<file path="config.mk">
export PLATFORM = sky130hd
export DESIGN_NAME = output_port_hiz_special_clock
export DESIGN_NICKNAME = d
export VERILOG_FILES = /design/src/pkg/outport_pkg.sv /design/src/pkg/osc_div_if.sv /design/src/logic/osc_clock_divider.sv /design/src/logic/output_port_hiz_special_clock.sv
export SDC_FILE = /design/constraint.sdc
export NUM_CORES = 1
export LEC_CHECK = 0
export ABC_AREA = 1
export BUFFER_PORTS_ARGS = -buffer_cell sky130_fd_sc_hd__buf_2
export CORE_ASPECT_RATIO = 0.8
export CORE_MARGIN = 2
export CORE_UTILIZATION = 41
export CTS_CLUSTER_SIZE = 10
export DETAILED_ROUTE_END_ITERATION = 8
export PLACE_DENSITY = 0.79
export SLEW_MARGIN = 10
export SYNTH_ARGS = -nofsm -noshare
export SYNTH_HDL_FRONTEND = slang
export SYNTH_SLANG_ARGS = --single-unit
</file>
<file path="constraint.sdc">
create_clock -name clk_sys -period 1.2 [get_ports clk_sys]
set_input_delay 0.18 -clock clk_sys [delete_from_list [all_inputs] [get_ports clk_sys]]
set_output_delay 0.18 -clock clk_sys [all_outputs]
set_load 0.005 [all_outputs]
</file>
<file path="src/pkg/outport_pkg.sv">
/*
 Constants for the general output port stage: field positions, reset
 values, frequency-select codes and divider taps.
 Assumes the including code refers to every item as outport_pkg::name.
*/
// Behaviour
// - Float bit one releases the pin(s)
// - Float bit zero drives pin from data
// - Four single floats, two group floats
// - Reset: data ones, floats zero, pins high
// - Pins 2/3 select timer/osc clock outputs
// - Data zero forces special pin low
// - Float one overrides special clock output
// - Pin 2 clock comes from timer
// - Two-bit code selects pin 3 clock
// - Clock gating not glitch-free on enable
package outport_pkg;
    localparam int          PORT_W        = 12;
    localparam int          FLOAT_W       = 6;
    localparam int          SPEC_W        = 4;
    // Float control field positions
    localparam int          FLT_PIN0      = 0;
    localparam int          FLT_PIN1      = 1;
    localparam int          FLT_PIN2      = 2;
    localparam int          FLT_PIN3      = 3;
    localparam int          FLT_GROUP1    = 4;
    localparam int          FLT_GROUP2    = 5;
    // Port pin positions
    localparam int          PIN2          = 2;
    localparam int          PIN3          = 3;
    localparam int          GROUP1_LSB    = 4;
    localparam int          GROUP2_LSB    = 8;
    localparam int          GROUP_W       = 4;
    // Special output control field positions
    localparam int          SPC_TIMER_EN  = 0;
    localparam int          SPC_OSC_EN    = 1;
    localparam int          SPC_FREQ_LO   = 2;
    localparam int          SPC_FREQ_HI   = 3;
    // Reset values
    localparam logic [11:0] DATA_RST      = 12'hFFF;
    localparam logic [5:0]  FLOAT_RST     = 6'h00;
    localparam logic [3:0]  SPEC_RST      = 4'h0;
    // Pin 3 frequency codes
    localparam logic [1:0]  FREQ_HIGH     = 2'h3;
    localparam logic [1:0]  FREQ_LOW      = 2'h2;
    localparam logic [1:0]  FREQ_DIV8     = 2'h1;
    localparam logic [1:0]  FREQ_DIV64    = 2'h0;
    // Divider: counter bit that toggles at each ratio
    localparam int          DIV_CNT_W     = 6;
    localparam int          DIV8_TAP      = 2;
    localparam int          DIV64_TAP     = 5;
    localparam logic [5:0]  DIV_CNT_RST   = 6'h00;
    localparam logic [5:0]  DIV_CNT_ONE   = 6'h01;
endpackage

</file>
<file path="src/pkg/osc_div_if.sv">
/*
 Carrier between the port stage and its low-speed clock divider.
 Assumes both ends run on clk_sys.
*/
`timescale 1ns/10ps
`default_nettype none
interface osc_div_if;
    logic low_osc_clock;
    logic div8_clock;
    logic div64_clock;
    modport port_end (output low_osc_clock, input div8_clock, div64_clock);
    modport div_end  (input low_osc_clock, output div8_clock, div64_clock);
endinterface
`default_nettype wire

</file>
<file path="src/logic/osc_clock_divider.sv">
/*
 Divides the sampled low-speed oscillator clock by 8 and by 64.
 Assumes low_osc_clock is synchronous to clk_sys and slower than half its rate.
*/
`timescale 1ns/10ps
`default_nettype none
module osc_clock_divider (
    input  wire logic clk_sys,
    input  wire logic nrst,
    osc_div_if.div_end div
);
    logic                                    prev_q;
    logic [outport_pkg::DIV_CNT_W-1:0]       cnt_q;
    logic [outport_pkg::DIV_CNT_W-1:0]       cnt_d;
    logic                                    rise;

    // Rising edge of the slow clock advances the counter
    assign rise  = div.low_osc_clock & ~prev_q;
    assign cnt_d = rise ? cnt_q + outport_pkg::DIV_CNT_ONE : cnt_q;

    always_ff @(posedge clk_sys or negedge nrst) begin
        if (!nrst) begin
            prev_q <= 1'b0;
            cnt_q  <= outport_pkg::DIV_CNT_RST;
        end else begin
            prev_q <= div.low_osc_clock;
            cnt_q  <= cnt_d;
        end
    end

    // Counter bits are the divided clocks
    assign div.div8_clock  = cnt_q[outport_pkg::DIV8_TAP];
    assign div.div64_clock = cnt_q[outport_pkg::DIV64_TAP];
endmodule
`default_nettype wire

</file>
<file path="src/logic/output_port_hiz_special_clock.sv">
/*
 Output stage of the 12-bit general output port with float control and
 the timer and oscillator clock outputs on pins 2 and 3.
 Pin map: bits 0-3 are port 0, bits 4-7 port 1, bits 8-11 port 2.
 Float map: bits 0-3 float single pins 0-3, bit 4 port 1, bit 5 port 2.
 Port 1 and port 2 float only as whole groups of four.
 Special map: bit 0 timer enable, bit 1 oscillator enable, bits 3:2
 the pin 3 frequency code.
 Every pin leaves through a flip-flop, so port_out and port_oe lag by one cycle.
 A floated pin keeps its level in the pin register; only port_oe drops.
 The clock gating is a plain AND, so enable edges may clip a pulse.
 Assumes every input is synchronous to clk_sys, write strobes are one
 cycle wide, and the pad logic resolves the wire from port_oe.
 Assumes the timer and oscillator clocks run and are settled whenever
 software turns on their outputs.
 Assumes low_osc_clock runs below half the rate of clk_sys, so the
 divider sees every one of its edges.
*/
`timescale 1ns/10ps
`default_nettype none
module output_port_hiz_special_clock (
    input  wire logic        clk_sys,
    input  wire logic        nrst,
    input  wire logic        data_wr,
    input  wire logic [11:0] data_wdata,
    input  wire logic        float_wr,
    input  wire logic [5:0]  float_wdata,
    input  wire logic        spec_wr,
    input  wire logic [3:0]  spec_wdata,
    output logic      [11:0] data_rdata,
    output logic      [5:0]  float_rdata,
    output logic      [3:0]  spec_rdata,
    input  wire logic        timer_clock,
    input  wire logic        low_osc_clock,
    input  wire logic        high_osc_clock,
    output logic      [11:0] port_out,
    output logic      [11:0] port_oe
);
    // Stored control registers
    logic [11:0] data_q;
    logic [11:0] data_d;
    logic [5:0]  float_q;
    logic [5:0]  float_d;
    logic [3:0]  spec_q;
    logic [3:0]  spec_d;
    // Pin lane flip-flops and their next values
    logic [11:0] out_q;
    logic [11:0] out_d;
    logic [11:0] oe_q;
    logic [11:0] oe_d;
    // Decoded controls and gated clocks
    logic [11:0] pin_float;
    logic [1:0]  freq_sel;
    logic        osc_sel_clock;
    logic        timer_en;
    logic        osc_en;
    logic [1:0]  pin2_drive;
    logic [1:0]  pin3_drive;
    // Per-group views of the float register
    logic [3:0]  port0_float;
    logic        group1_float;
    logic        group2_float;
    // Divided low-speed clocks
    logic        div8_clock;
    logic        div64_clock;
    // Ordinary pin levels and enables before the special patch
    logic [11:0] plain_out;
    logic [11:0] plain_oe;
    // Special pin lanes
    logic        pin2_level;
    logic        pin2_enable;
    logic        pin3_level;
    logic        pin3_enable;

    // Low-speed divider lives in its own module behind the carrier
    osc_div_if div_bus ();

    osc_clock_divider u_div (
        .clk_sys (clk_sys),
        .nrst    (nrst),
        .div     (div_bus.div_end)
    );

    assign div_bus.low_osc_clock = low_osc_clock;

    // Divided clocks come back through the carrier
    assign div8_clock  = div_bus.div8_clock;
    assign div64_clock = div_bus.div64_clock;

    // Returns {output enable, level}; float wins, then data zero, then clock
    // Both special pins share this rule, so one function serves both lanes
    function automatic logic [1:0] pin_drive(input logic data, input logic flt,
                                             input logic spec_en, input logic clk);
        logic lvl;
        lvl = data & (spec_en ? clk : 1'b1);
        pin_drive = {~flt, lvl};
    endfunction

    // Spreads the six float bits over the twelve pins
    // Group bits cover four pins each, single bits one pin
    function automatic logic [11:0] float_pins(input logic [3:0] pin_bits, input logic grp1,
                                               input logic grp2);
        logic [11:0] pins;
        pins = {{outport_pkg::GROUP_W{grp2}}, {outport_pkg::GROUP_W{grp1}}, pin_bits};
        float_pins = pins;
    endfunction

    // Picks the pin 3 source for a frequency code
    // All four codes are decoded; the default only guards unknown levels
    function automatic logic osc_source(input logic [1:0] code, input logic fast,
                                        input logic slow, input logic slow8,
                                        input logic slow64);
        logic pick;
        case (code)
            outport_pkg::FREQ_HIGH:  pick = fast;
            outport_pkg::FREQ_LOW:   pick = slow;
            outport_pkg::FREQ_DIV8:  pick = slow8;
            outport_pkg::FREQ_DIV64: pick = slow64;
            default:                 pick = slow64;
        endcase
        osc_source = pick;
    endfunction

    // Register write paths with hold
    // A strobe loads the whole field; there are no partial writes
    assign data_d  = data_wr  ? data_wdata  : data_q;
    assign float_d = float_wr ? float_wdata : float_q;
    assign spec_d  = spec_wr  ? spec_wdata  : spec_q;

    // Data register; reset loads ones so every pin starts high
    always_ff @(posedge clk_sys or negedge nrst) begin
        if (!nrst) begin
            data_q <= outport_pkg::DATA_RST;
        end else begin
            data_q <= data_d;
        end
    end

    // Float register; reset leaves every pin driven
    always_ff @(posedge clk_sys or negedge nrst) begin
        if (!nrst) begin
            float_q <= outport_pkg::FLOAT_RST;
        end else begin
            float_q <= float_d;
        end
    end

    // Special control register; reset turns both clock outputs off
    always_ff @(posedge clk_sys or negedge nrst) begin
        if (!nrst) begin
            spec_q <= outport_pkg::SPEC_RST;
        end else begin
            spec_q <= spec_d;
        end
    end

    // Readback of the last written values
    // Plain reads with no side effects, so polling is harmless
    assign data_rdata  = data_q;
    assign float_rdata = float_q;
    assign spec_rdata  = spec_q;

    // Expand float controls: four single pins, two groups of four
    assign port0_float  = float_q[outport_pkg::FLT_PIN3:outport_pkg::FLT_PIN0];
    assign group1_float = float_q[outport_pkg::FLT_GROUP1];
    assign group2_float = float_q[outport_pkg::FLT_GROUP2];
    assign pin_float    = float_pins(port0_float, group1_float, group2_float);

    // Pin 3 clock source selection
    // Divided taps come from the divider's flip-flops, one cycle later
    assign freq_sel      = {spec_q[outport_pkg::SPC_FREQ_HI], spec_q[outport_pkg::SPC_FREQ_LO]};
    assign osc_sel_clock = osc_source(freq_sel, high_osc_clock, low_osc_clock,
                                      div8_clock, div64_clock);

    // Plain AND gating of the clocks, so enable edges may clip a pulse
    // A short runt pulse can reach the pin when an enable bit flips in the middle of a clock phase
    assign timer_en   = spec_q[outport_pkg::SPC_TIMER_EN];
    assign osc_en     = spec_q[outport_pkg::SPC_OSC_EN];
    assign pin2_drive = pin_drive(data_q[outport_pkg::PIN2], pin_float[outport_pkg::PIN2],
                                  timer_en, timer_clock);
    assign pin3_drive = pin_drive(data_q[outport_pkg::PIN3], pin_float[outport_pkg::PIN3],
                                  osc_en, osc_sel_clock);

    // Split each lane result into its level and its enable
    // Bit 1 of each result is the enable, bit 0 the level
    assign pin2_level  = pin2_drive[0];
    assign pin2_enable = pin2_drive[1];
    assign pin3_level  = pin3_drive[0];
    assign pin3_enable = pin3_drive[1];

    // Ordinary pins drive data unless floating
    // A floated pin keeps its level, ready for release
    assign plain_out = data_q;
    assign plain_oe  = ~pin_float;

    // Special pins patched in over the ordinary lanes of port 0
    assign out_d = {plain_out[outport_pkg::PORT_W-1:outport_pkg::GROUP1_LSB], pin3_level, pin2_level,
                    plain_out[outport_pkg::PIN2-1:0]};
    assign oe_d  = {plain_oe[outport_pkg::PORT_W-1:outport_pkg::GROUP1_LSB], pin3_enable, pin2_enable,
                    plain_oe[outport_pkg::PIN2-1:0]};

    // Pin levels; reset drives every pin high
    always_ff @(posedge clk_sys or negedge nrst) begin
        if (!nrst) begin
            out_q <= outport_pkg::DATA_RST;
        end else begin
            out_q <= out_d;
        end
    end

    // Pin drive enables; reset leaves every pin driven
    always_ff @(posedge clk_sys or negedge nrst) begin
        if (!nrst) begin
            oe_q <= ~outport_pkg::FLOAT_RST[0] ? 12'hFFF : 12'h000;
        end else begin
            oe_q <= oe_d;
        end
    end

    // Pins leave straight from the flip-flops
    assign port_out = out_q;
    assign port_oe  = oe_q;
endmodule
`default_nettype wire

</file>
Word level (Yosys, flattened, before mapping) --
Cells that the tools add are included.
Storage, ports and cells: register bits 53, input bits 30, output and inout bits 46
Operators by class: muxes and demuxes 3, bitwise operators 7, equality and inequality tests 3, reductions and logical operators 1, add/sub/neg operators 1
Operators with widths (count):
- $not A12 Y12 | 1
- $add A6 B1 Y6 const B | 1
- $eq A2 B2 Y1 const B | 2
- $pmux W1 S4 | 1
- $and A1 B1 Y1 | 3
- $not A1 Y1 | 3
- $eq A2 B1 Y1 const B | 1
- $logic_not A2 Y1 | 1
- $mux W1 | 2

Logic depth before layout (Yosys ltp) --
Gate-level depths: netlist (run 1).
depth after elaboration 4, gate-level depth with buffers 6, mapped depth without buffers 6

Modules after synthesis --
A second synthesis (run 1) with hierarchy kept.
Unflattened totals: cells, all modules 144, area total of the unflattened synthesis 1771.7 µm²
Modules (own cells, without submodules):
- output_port_hiz_special_clock | area an instance 1425.1 µm², cells an instance 102, times used 1
- osc_clock_divider | area an instance 346.6 µm², cells an instance 42, times used 1

Worst setup path before layout (run 1) --
Ideal clock, no wire load.
path kind register to register, start point register u_div.cnt_q[0] (netlist name), end point register u_div.cnt_q[4] (netlist name), arrival 859 ps, slack 216 ps, required time 1075 ps, stages on the path, launching flop included 5, path through dfrtp_1 > ha_1 > nand3_1 > nor2_1 > xor2_1
Between the ends: cells in the longest elaborated chain, start to end 1
Ends and longest elaborated chain:
- start, declared | line osc_clock_divider.sv:13 | logic [outport_pkg::DIV_CNT_W-1:0] cnt_q;
- start signal, assigned | line osc_clock_divider.sv:24 | cnt_q <= outport_pkg::DIV_CNT_RST;
- start signal, assigned | line osc_clock_divider.sv:27 | cnt_q <= cnt_d;
- $add A6 B1 Y6 | line osc_clock_divider.sv:19 | assign cnt_d = rise ? cnt_q + outport_pkg::DIV_CNT_ONE : cnt_q;
No other way between the ends. A chain may end at the register's enable or synchronous reset.

Worst setup path after layout (run 1) --
start point register data_q[5], in the netlist data_rdata[5], end point output port data_rdata[5]
RTL lines:
- start, declared | line output_port_hiz_special_clock.sv:40 | logic [11:0] data_q;
- start signal, assigned | line output_port_hiz_special_clock.sv:133 | data_q <= outport_pkg::DATA_RST;
- start signal, assigned | line output_port_hiz_special_clock.sv:135 | data_q <= data_d;
- end, declared | line output_port_hiz_special_clock.sv:30 | output logic [11:0] data_rdata,
No word-level cell between the ends.

==> impl_metrics.env, run 1 <==
export IMPL_die_w_um=76.5
export IMPL_worstPathCellList="buf_2"
export IMPL_avgSynthCellArea_um2=13.1
export IMPL_cts_clk_slew_worst_paths_ns=0.08
export IMPL_crit_arrival_ns=0.96
export IMPL_start_util_pct=42.0
export IMPL_vias=1127
export IMPL_layout_nets=238
export IMPL_finalPower_mw=3.44
export IMPL_tns_ns=0
export IMPL_worst_slack_ns=0.0628
export IMPL_drv_cap=0
export IMPL_ios=76
export IMPL_post_cts_buffers=0
export IMPL_crit_fanout=3
export IMPL_synth_top_area_share_pct=45.8
export IMPL_diodes=0
export IMPL_clockBufferDepth=2
export IMPL_clock_sinks=47
export IMPL_fp_coreArea_mm2=0.00410
export IMPL_yosys_warnings=0
export IMPL_avgViaCountPerCell=4.25
export IMPL_grt_pass1_vias=1007
export IMPL_slew_headroom_pct=77.4
export IMPL_fin_area_mm2=0.00222
export IMPL_mappedNetlistArea_mm2=0.00172
export IMPL_worst_skew_pair_late_latency_ns=0.29
export IMPL_syn_nets=162
export IMPL_power_density_mw_per_mm2=1550
export IMPL_status="finished, final reports clean"
export IMPL_clock_skew_ns=0.00217
export IMPL_die_y_um=62.0
export IMPL_dp_hpwl_um=2220
export IMPL_final_util_pct=54.2
export IMPL_track_usage_pct=12.4
export IMPL_p_sw_share_pct=25.2
export IMPL_cp_top_family="flip-flops"
export IMPL_cts_tree="yes"
export IMPL_grt_max_degree=48
export IMPL_p_switching_uw=868
export IMPL_drv_slew=0
export IMPL_antenna_found_initial=0
export IMPL_critPathMaxStageDelay_ns=0.56
export IMPL_finalSetupViolCount=0
export IMPL_routed_wl_um=2900
export IMPL_timing_critical_path_buf_inv=1
export IMPL_final_common_cell="buf_2"
export IMPL_dr_first_iter_drc_count=31
export IMPL_placementRows=21
export IMPL_cts_repair_resized=0
export IMPL_cp_start_kind="register"
export IMPL_fmax_ghz=0.879
export IMPL_critPathKind="register to output port"
export IMPL_holdBufCountCts=1
export IMPL_tightest_slew_ns=0.338
export IMPL_finalCriticalPeriod_ns=1.14
export IMPL_ys_seq_area_share_pct=70.5
export IMPL_post_place_ws_ns=0.179
export IMPL_hold_class="primary input to register"
export IMPL_cts_max_level=2
export IMPL_port_buffers=75
export IMPL_synth_seq_cells=47
export IMPL_final_cell_mix="buf_2 (75), dfstp_2 (30), nand2_1 (25)"
export IMPL_yosys_area_top_type="dfstp_2"
export IMPL_grt_ovfl_total=0
export IMPL_combPwrFrac_pct=15.4
export IMPL_netlist_instances=131
export IMPL_sequentialPowerShare_pct=58.8
export IMPL_cp_required_ns=1.02
export IMPL_synth_area_top_cells="dfstp_2 (46%), dfrtp_1 (25%), nand2_1 (5.5%)"
export IMPL_cts_buffers=5
export IMPL_grt_pass1_wl_um=4360
export IMPL_drc=0
export IMPL_ir_drop_mv=0.930
export IMPL_worst_setup_path_end_kind="output port"
export IMPL_leakage_nw=1.12
export IMPL_dieArea_mm2=0.00474
export IMPL_ys_types=18
export IMPL_rsz0062_at_grt="false"
export IMPL_drive_gt1_share_pct=60.1
export IMPL_first_pass_iters=4
export IMPL_p_clk_share_pct=25.8
export IMPL_globalplace_congestion=0.682
export IMPL_cts_root_buf="clkbuf_8"
export IMPL_synthToLayoutAreaGrowth_pct=29.0
export IMPL_slowest_stage="dfstp_2"
export IMPL_hold_viol=0
export IMPL_placed_area_mm2=0.00213
export IMPL_ant_nets=0
export IMPL_min_period_over_period_pct=94.8
export IMPL_post_drt_wl_per_cell_um=10.9
export IMPL_power_internal_mw=2.57
[final timing paths]
path	start	slack, ns	depth (start not counted)	to
worst max register to register	u_div.cnt_q[0]$_DFFE_PN0P_	0.18	4	u_div.cnt_q[4]$_DFFE_PN0P_
min in group asynchronous	nrst	0.40	3	spec_rdata[1]$_DFFE_PN0P_
max in group asynchronous	nrst	0.54	3	port_out[2]$_DFF_PN1_
worst min-delay path	low_osc_clock	0.07	1	u_div.prev_q$_DFF_PN0_
worst max-delay path	data_rdata[5]$_DFFE_PN1P_	0.06	1	data_rdata[5]
worst min register to register	data_rdata[6]$_DFFE_PN1P_	0.37	0	port_out[6]$_DFF_PN1_
[registers in the layout (all words and copies together), names as in the netlist]
register,count
data_rdata,12
u_div.prev_q,1
port_oe,6
spec_rdata,4
u_div.cnt_q,6
port_out,12
float_rdata,6
[kinds of logic after synthesis]
logic type / synth area share (%)
AO/OA/AOI/OAI: 3.49
XOR/XNOR: 2.04
adder cells (fa/ha/maj): 0.727
buffers and inverters: 6.40
flip-flops: 70.5
multiplexers: 8.50
AND/OR/NAND/NOR: 8.36
[worst register-to-register path: cells and delay by family, from the launching register on]
kind	cells	cell delay [ns]
xor gates and xnor gates	1	0.13
and+or+nand+nor	2	0.17
DFF	1	0.41
adders and majority gates	1	0.20
[synth_stat cells (all sizes together)]
library cell / instances
a21oi: 1
buf: 8
dfrtp: 17
dfstp: 30
ha: 1
inv: 13
mux2: 11
nand2: 25
nand3: 5
nand3b: 1
nor2: 4
o21ai: 11
xnor2: 2
xor2: 2
[power groups by stage]
stage	logic, mW	clock network [mW]	registers [mW]
detailed placement	0.540	0	2.05
finish	0.528	0.887	2.02
global route	0.611	1.00	2.06
floorplan	0.271	0	2.05
global placement	0.527	0	2.04
CTS	0.544	0.924	2.03
[stage by stage]
step / hold slack [ns] / std cells
floorplan: -0.116 / 131
global placement: 0.177 / 256
detailed placement: 0.179 / 256
CTS: 0.0551 / 265
global route: 0.0568 / 265
finish: 0.0701 / 265
[layout make-up]
class / instances / area (um^2)
fill: 373 / 1880
sequential: 47 / 1210
timing repair buffer: 77 / 405
multi-input combinational: 63 / 398
clock buffer: 6 / 72.6
tap: 57 / 71.3
inverter: 13 / 48.8
clock inverter: 2 / 11.3
[per-layer routing]
metal | track usage (%) | up-vias | wire length (um) | part of all wire, %
met3 | 6.65 | 2 | 314 | 11
met1 | 14.3 | 521 | 1170 | 40
met4 | 6.23 | 0 | 16 | 0.55
li1 | - | 559 | - | -
met5 | 0 | - | 0 | 0
met2 | 19.5 | 45 | 1400 | 48
No activity file was read; power rests on OpenSTA's default activity.
==> run 2: changes to the inputs <==
--- a/config.mk
+++ b/config.mk
@@ -9,2 +9,3 @@
 export BUFFER_PORTS_ARGS = -buffer_cell sky130_fd_sc_hd__buf_2
+export CAP_MARGIN = 20
 export CORE_ASPECT_RATIO = 0.8
--- a/constraint.sdc
+++ b/constraint.sdc
@@ -3,2 +3,2 @@
 set_output_delay 0.18 -clock clk_sys [all_outputs]
-set_load 0.005 [all_outputs]
+set_load 0.1 [all_outputs]
==> run 2 against run 1 <==
Effect of this change:
- the flow now finishes with violations (negative setup slack)
- clock-buffer cell count stayed put
- critical path depth is the same
- register-to-register slack got worse by 0.05 ns
- clock skew grew 0.0094 ns
- die area stayed put
- sequential share of layout area down 14 points
- combinational power rose to 4.2 times the previous value
- clock power grew 2%
- critical endpoint is now port_oe[10]
- largest cell class unchanged
- highest routed layer unchanged
==> impl_metrics.env, run 2 (synthesis gave the netlist of run 1 again) <==
export IMPL_grt_pass1_wl_um=6240
export IMPL_timing_critical_path_buf_inv=1
export IMPL_placementRows=21
export IMPL_min_period_over_period_pct=111
export IMPL_worst_setup_path_end_kind="output port"
export IMPL_routed_wl_um=4070
export IMPL_fmax_ghz=0.750
export IMPL_avgViaCountPerCell=4.50
export IMPL_final_cell_mix="buf_12 (47), buf_2 (29), dfstp_2 (28)"
export IMPL_vias=1247
export IMPL_start_util_pct=42.0
export IMPL_cp_start_kind="register"
export IMPL_final_cell_count_no_fill=277
export IMPL_dp_hpwl_um=2940
export IMPL_violations="negative setup slack"
export IMPL_ir_drop_mv=0.971
export IMPL_status="complete, but fails checks"
export IMPL_post_drt_wl_per_cell_um=14.7
export IMPL_synthToLayoutAreaGrowth_pct=75.5
export IMPL_worst_skew_pair_late_latency_ns=0.29
export IMPL_critPathMaxStageDelay_ns=0.68
export IMPL_grt_pass1_vias=1279
export IMPL_track_usage_pct=17.6
export IMPL_ios=76
export IMPL_port_buffers=75
export IMPL_tightest_slew_ns=0.352
export IMPL_layout_nets=250
export IMPL_p_sw_share_pct=40.8
export IMPL_critPathKind="register to output port"
export IMPL_cts_repair_resized=0
export IMPL_crit_arrival_ns=1.15
export IMPL_antenna_found_initial=0
export IMPL_cts_tree="yes"
export IMPL_drv_slew=0
export IMPL_drc=0
export IMPL_cts_root_buf="clkbuf_8"
export IMPL_cts_max_level=2
export IMPL_dp_cells=256
export IMPL_grt_max_degree=48
export IMPL_final_util_pct=73.7
export IMPL_power_internal_mw=3.12
export IMPL_cp_top_family="flip-flops"
export IMPL_dieArea_mm2=0.00474
export IMPL_placed_area_mm2=0.00284
export IMPL_p_switching_mw=2.15
export IMPL_cts_buffers=5
export IMPL_final_common_cell="buf_12"
export IMPL_power_density_mw_per_mm2=1740
export IMPL_clock_sinks=47
export IMPL_worst_slack_ns=-0.133
export IMPL_fin_area_mm2=0.00302
export IMPL_rsz0062_at_grt="true"
export IMPL_leakage_nw=1.42
export IMPL_dr_first_iter_drc_count=42
export IMPL_diodes=0
export IMPL_combPwrFrac_pct=42.3
export IMPL_crit_fanout=4
export IMPL_globalplace_congestion=0.667
export IMPL_fp_coreArea_mm2=0.00410
export IMPL_p_clk_share_pct=17.2
export IMPL_hold_class="primary input to register"
export IMPL_drive_gt1_share_pct=66.8
export IMPL_slowest_stage="dfstp_4"
export IMPL_ant_nets=0
export IMPL_first_pass_iters=4
export IMPL_worstPathCellList="buf_12"
export IMPL_tns_ns=-1.26
export IMPL_grt_ovfl_total=0
export IMPL_finalSetupViolCount=20
export IMPL_slew_headroom_pct=76.5
export IMPL_finalCriticalPeriod_ns=1.33
export IMPL_cts_clk_slew_worst_paths_ns=0.08
export IMPL_hold_viol=0
export IMPL_drv_cap=0
export IMPL_cp_required_ns=1.02
export IMPL_die_y_um=62.0
export IMPL_clock_skew_ns=0.0115
export IMPL_die_w_um=76.5
export IMPL_clockBufferDepth=2
export IMPL_sequentialPowerShare_pct=40.5
[run 2: cell count changes in the layout (fill, tap and decap cells not counted)]
cell	before	now
buf_12	1	47
buf_2	75	29
buf_4	0	12
dfrtp_1	17	7
dfrtp_2	0	10
dfstp_2	30	28
dfstp_4	0	2
[run 2: routing by layer]
layer | track usage [%] | vias to the layer above | routed length, um
met2 | 34.0 | 55 | 2220
li1 | - | 582 | -
met1 | 18.3 | 608 | 1450
met5 | 0 | - | 0
met4 | 5.45 | 0 | 14
met3 | 7.08 | 2 | 390
[run 2: power by group through the flow]
stage	Clock (mW)	Combinational (mW)	Sequential [mW]
2_1_floorplan	0	0.408	3.05
3_3_place_gp	0	2.11	2.14
3_5_place_dp	0	2.16	2.16
4_1_cts	0.924	2.23	2.13
5_1_grt	1.00	2.30	2.16
6_report	0.905	2.23	2.13
[run 2: what timing repair did]
item                                   CTS  global route
buffers inserted                        10             2
hold buffers                             1             0
endpoints found under the hold margin   17             0
setup endpoints to repair               27            36
[run 2: cell type report]
cell class | count | area, um^2
flip-flops and latches | 47 | 1230
repair buffers | 89 | 1190
fillers | 259 | 1080
multi-input cells | 63 | 398
clock buffers | 6 | 72.6
well taps | 57 | 71.3
inverters | 13 | 48.8
clock inverters | 2 | 11.3
[run 2: path summary, 6_finish.rpt]
| path | startpoint | endpoint | slack [ns] | cells past startpoint |
|---|---|---|---|---|
| max | port_oe[10]$_DFF_PN1_ | port_oe[10] | -0.13 | 1 |
| min | low_osc_clock | u_div.prev_q$_DFF_PN0_ | 0.07 | 1 |
| max reg2reg | u_div.cnt_q[0]$_DFFE_PN0P_ | u_div.cnt_q[4]$_DFFE_PN0P_ | 0.13 | 4 |
| min reg2reg | float_rdata[3]$_DFFE_PN0P_ | port_oe[3]$_DFF_PN1_ | 0.44 | 1 |
| max in group asynchronous | nrst | port_out[4]$_DFF_PN1_ | 0.49 | 3 |
| min in group asynchronous | nrst | spec_rdata[1]$_DFFE_PN0P_ | 0.43 | 3 |
[run 2: per-stage QoR]
stage                     worst slack (ns)  power [mW]  hold slack [ns]
after floorplan                     -0.102        3.46           -0.116
after global placement               0.179        4.26            0.177
after detailed placement             0.143        4.32            0.177
after CTS                           -0.143        5.28           0.0640
after global routing                -0.158        5.47           0.0683
final                               -0.133        5.27           0.0684
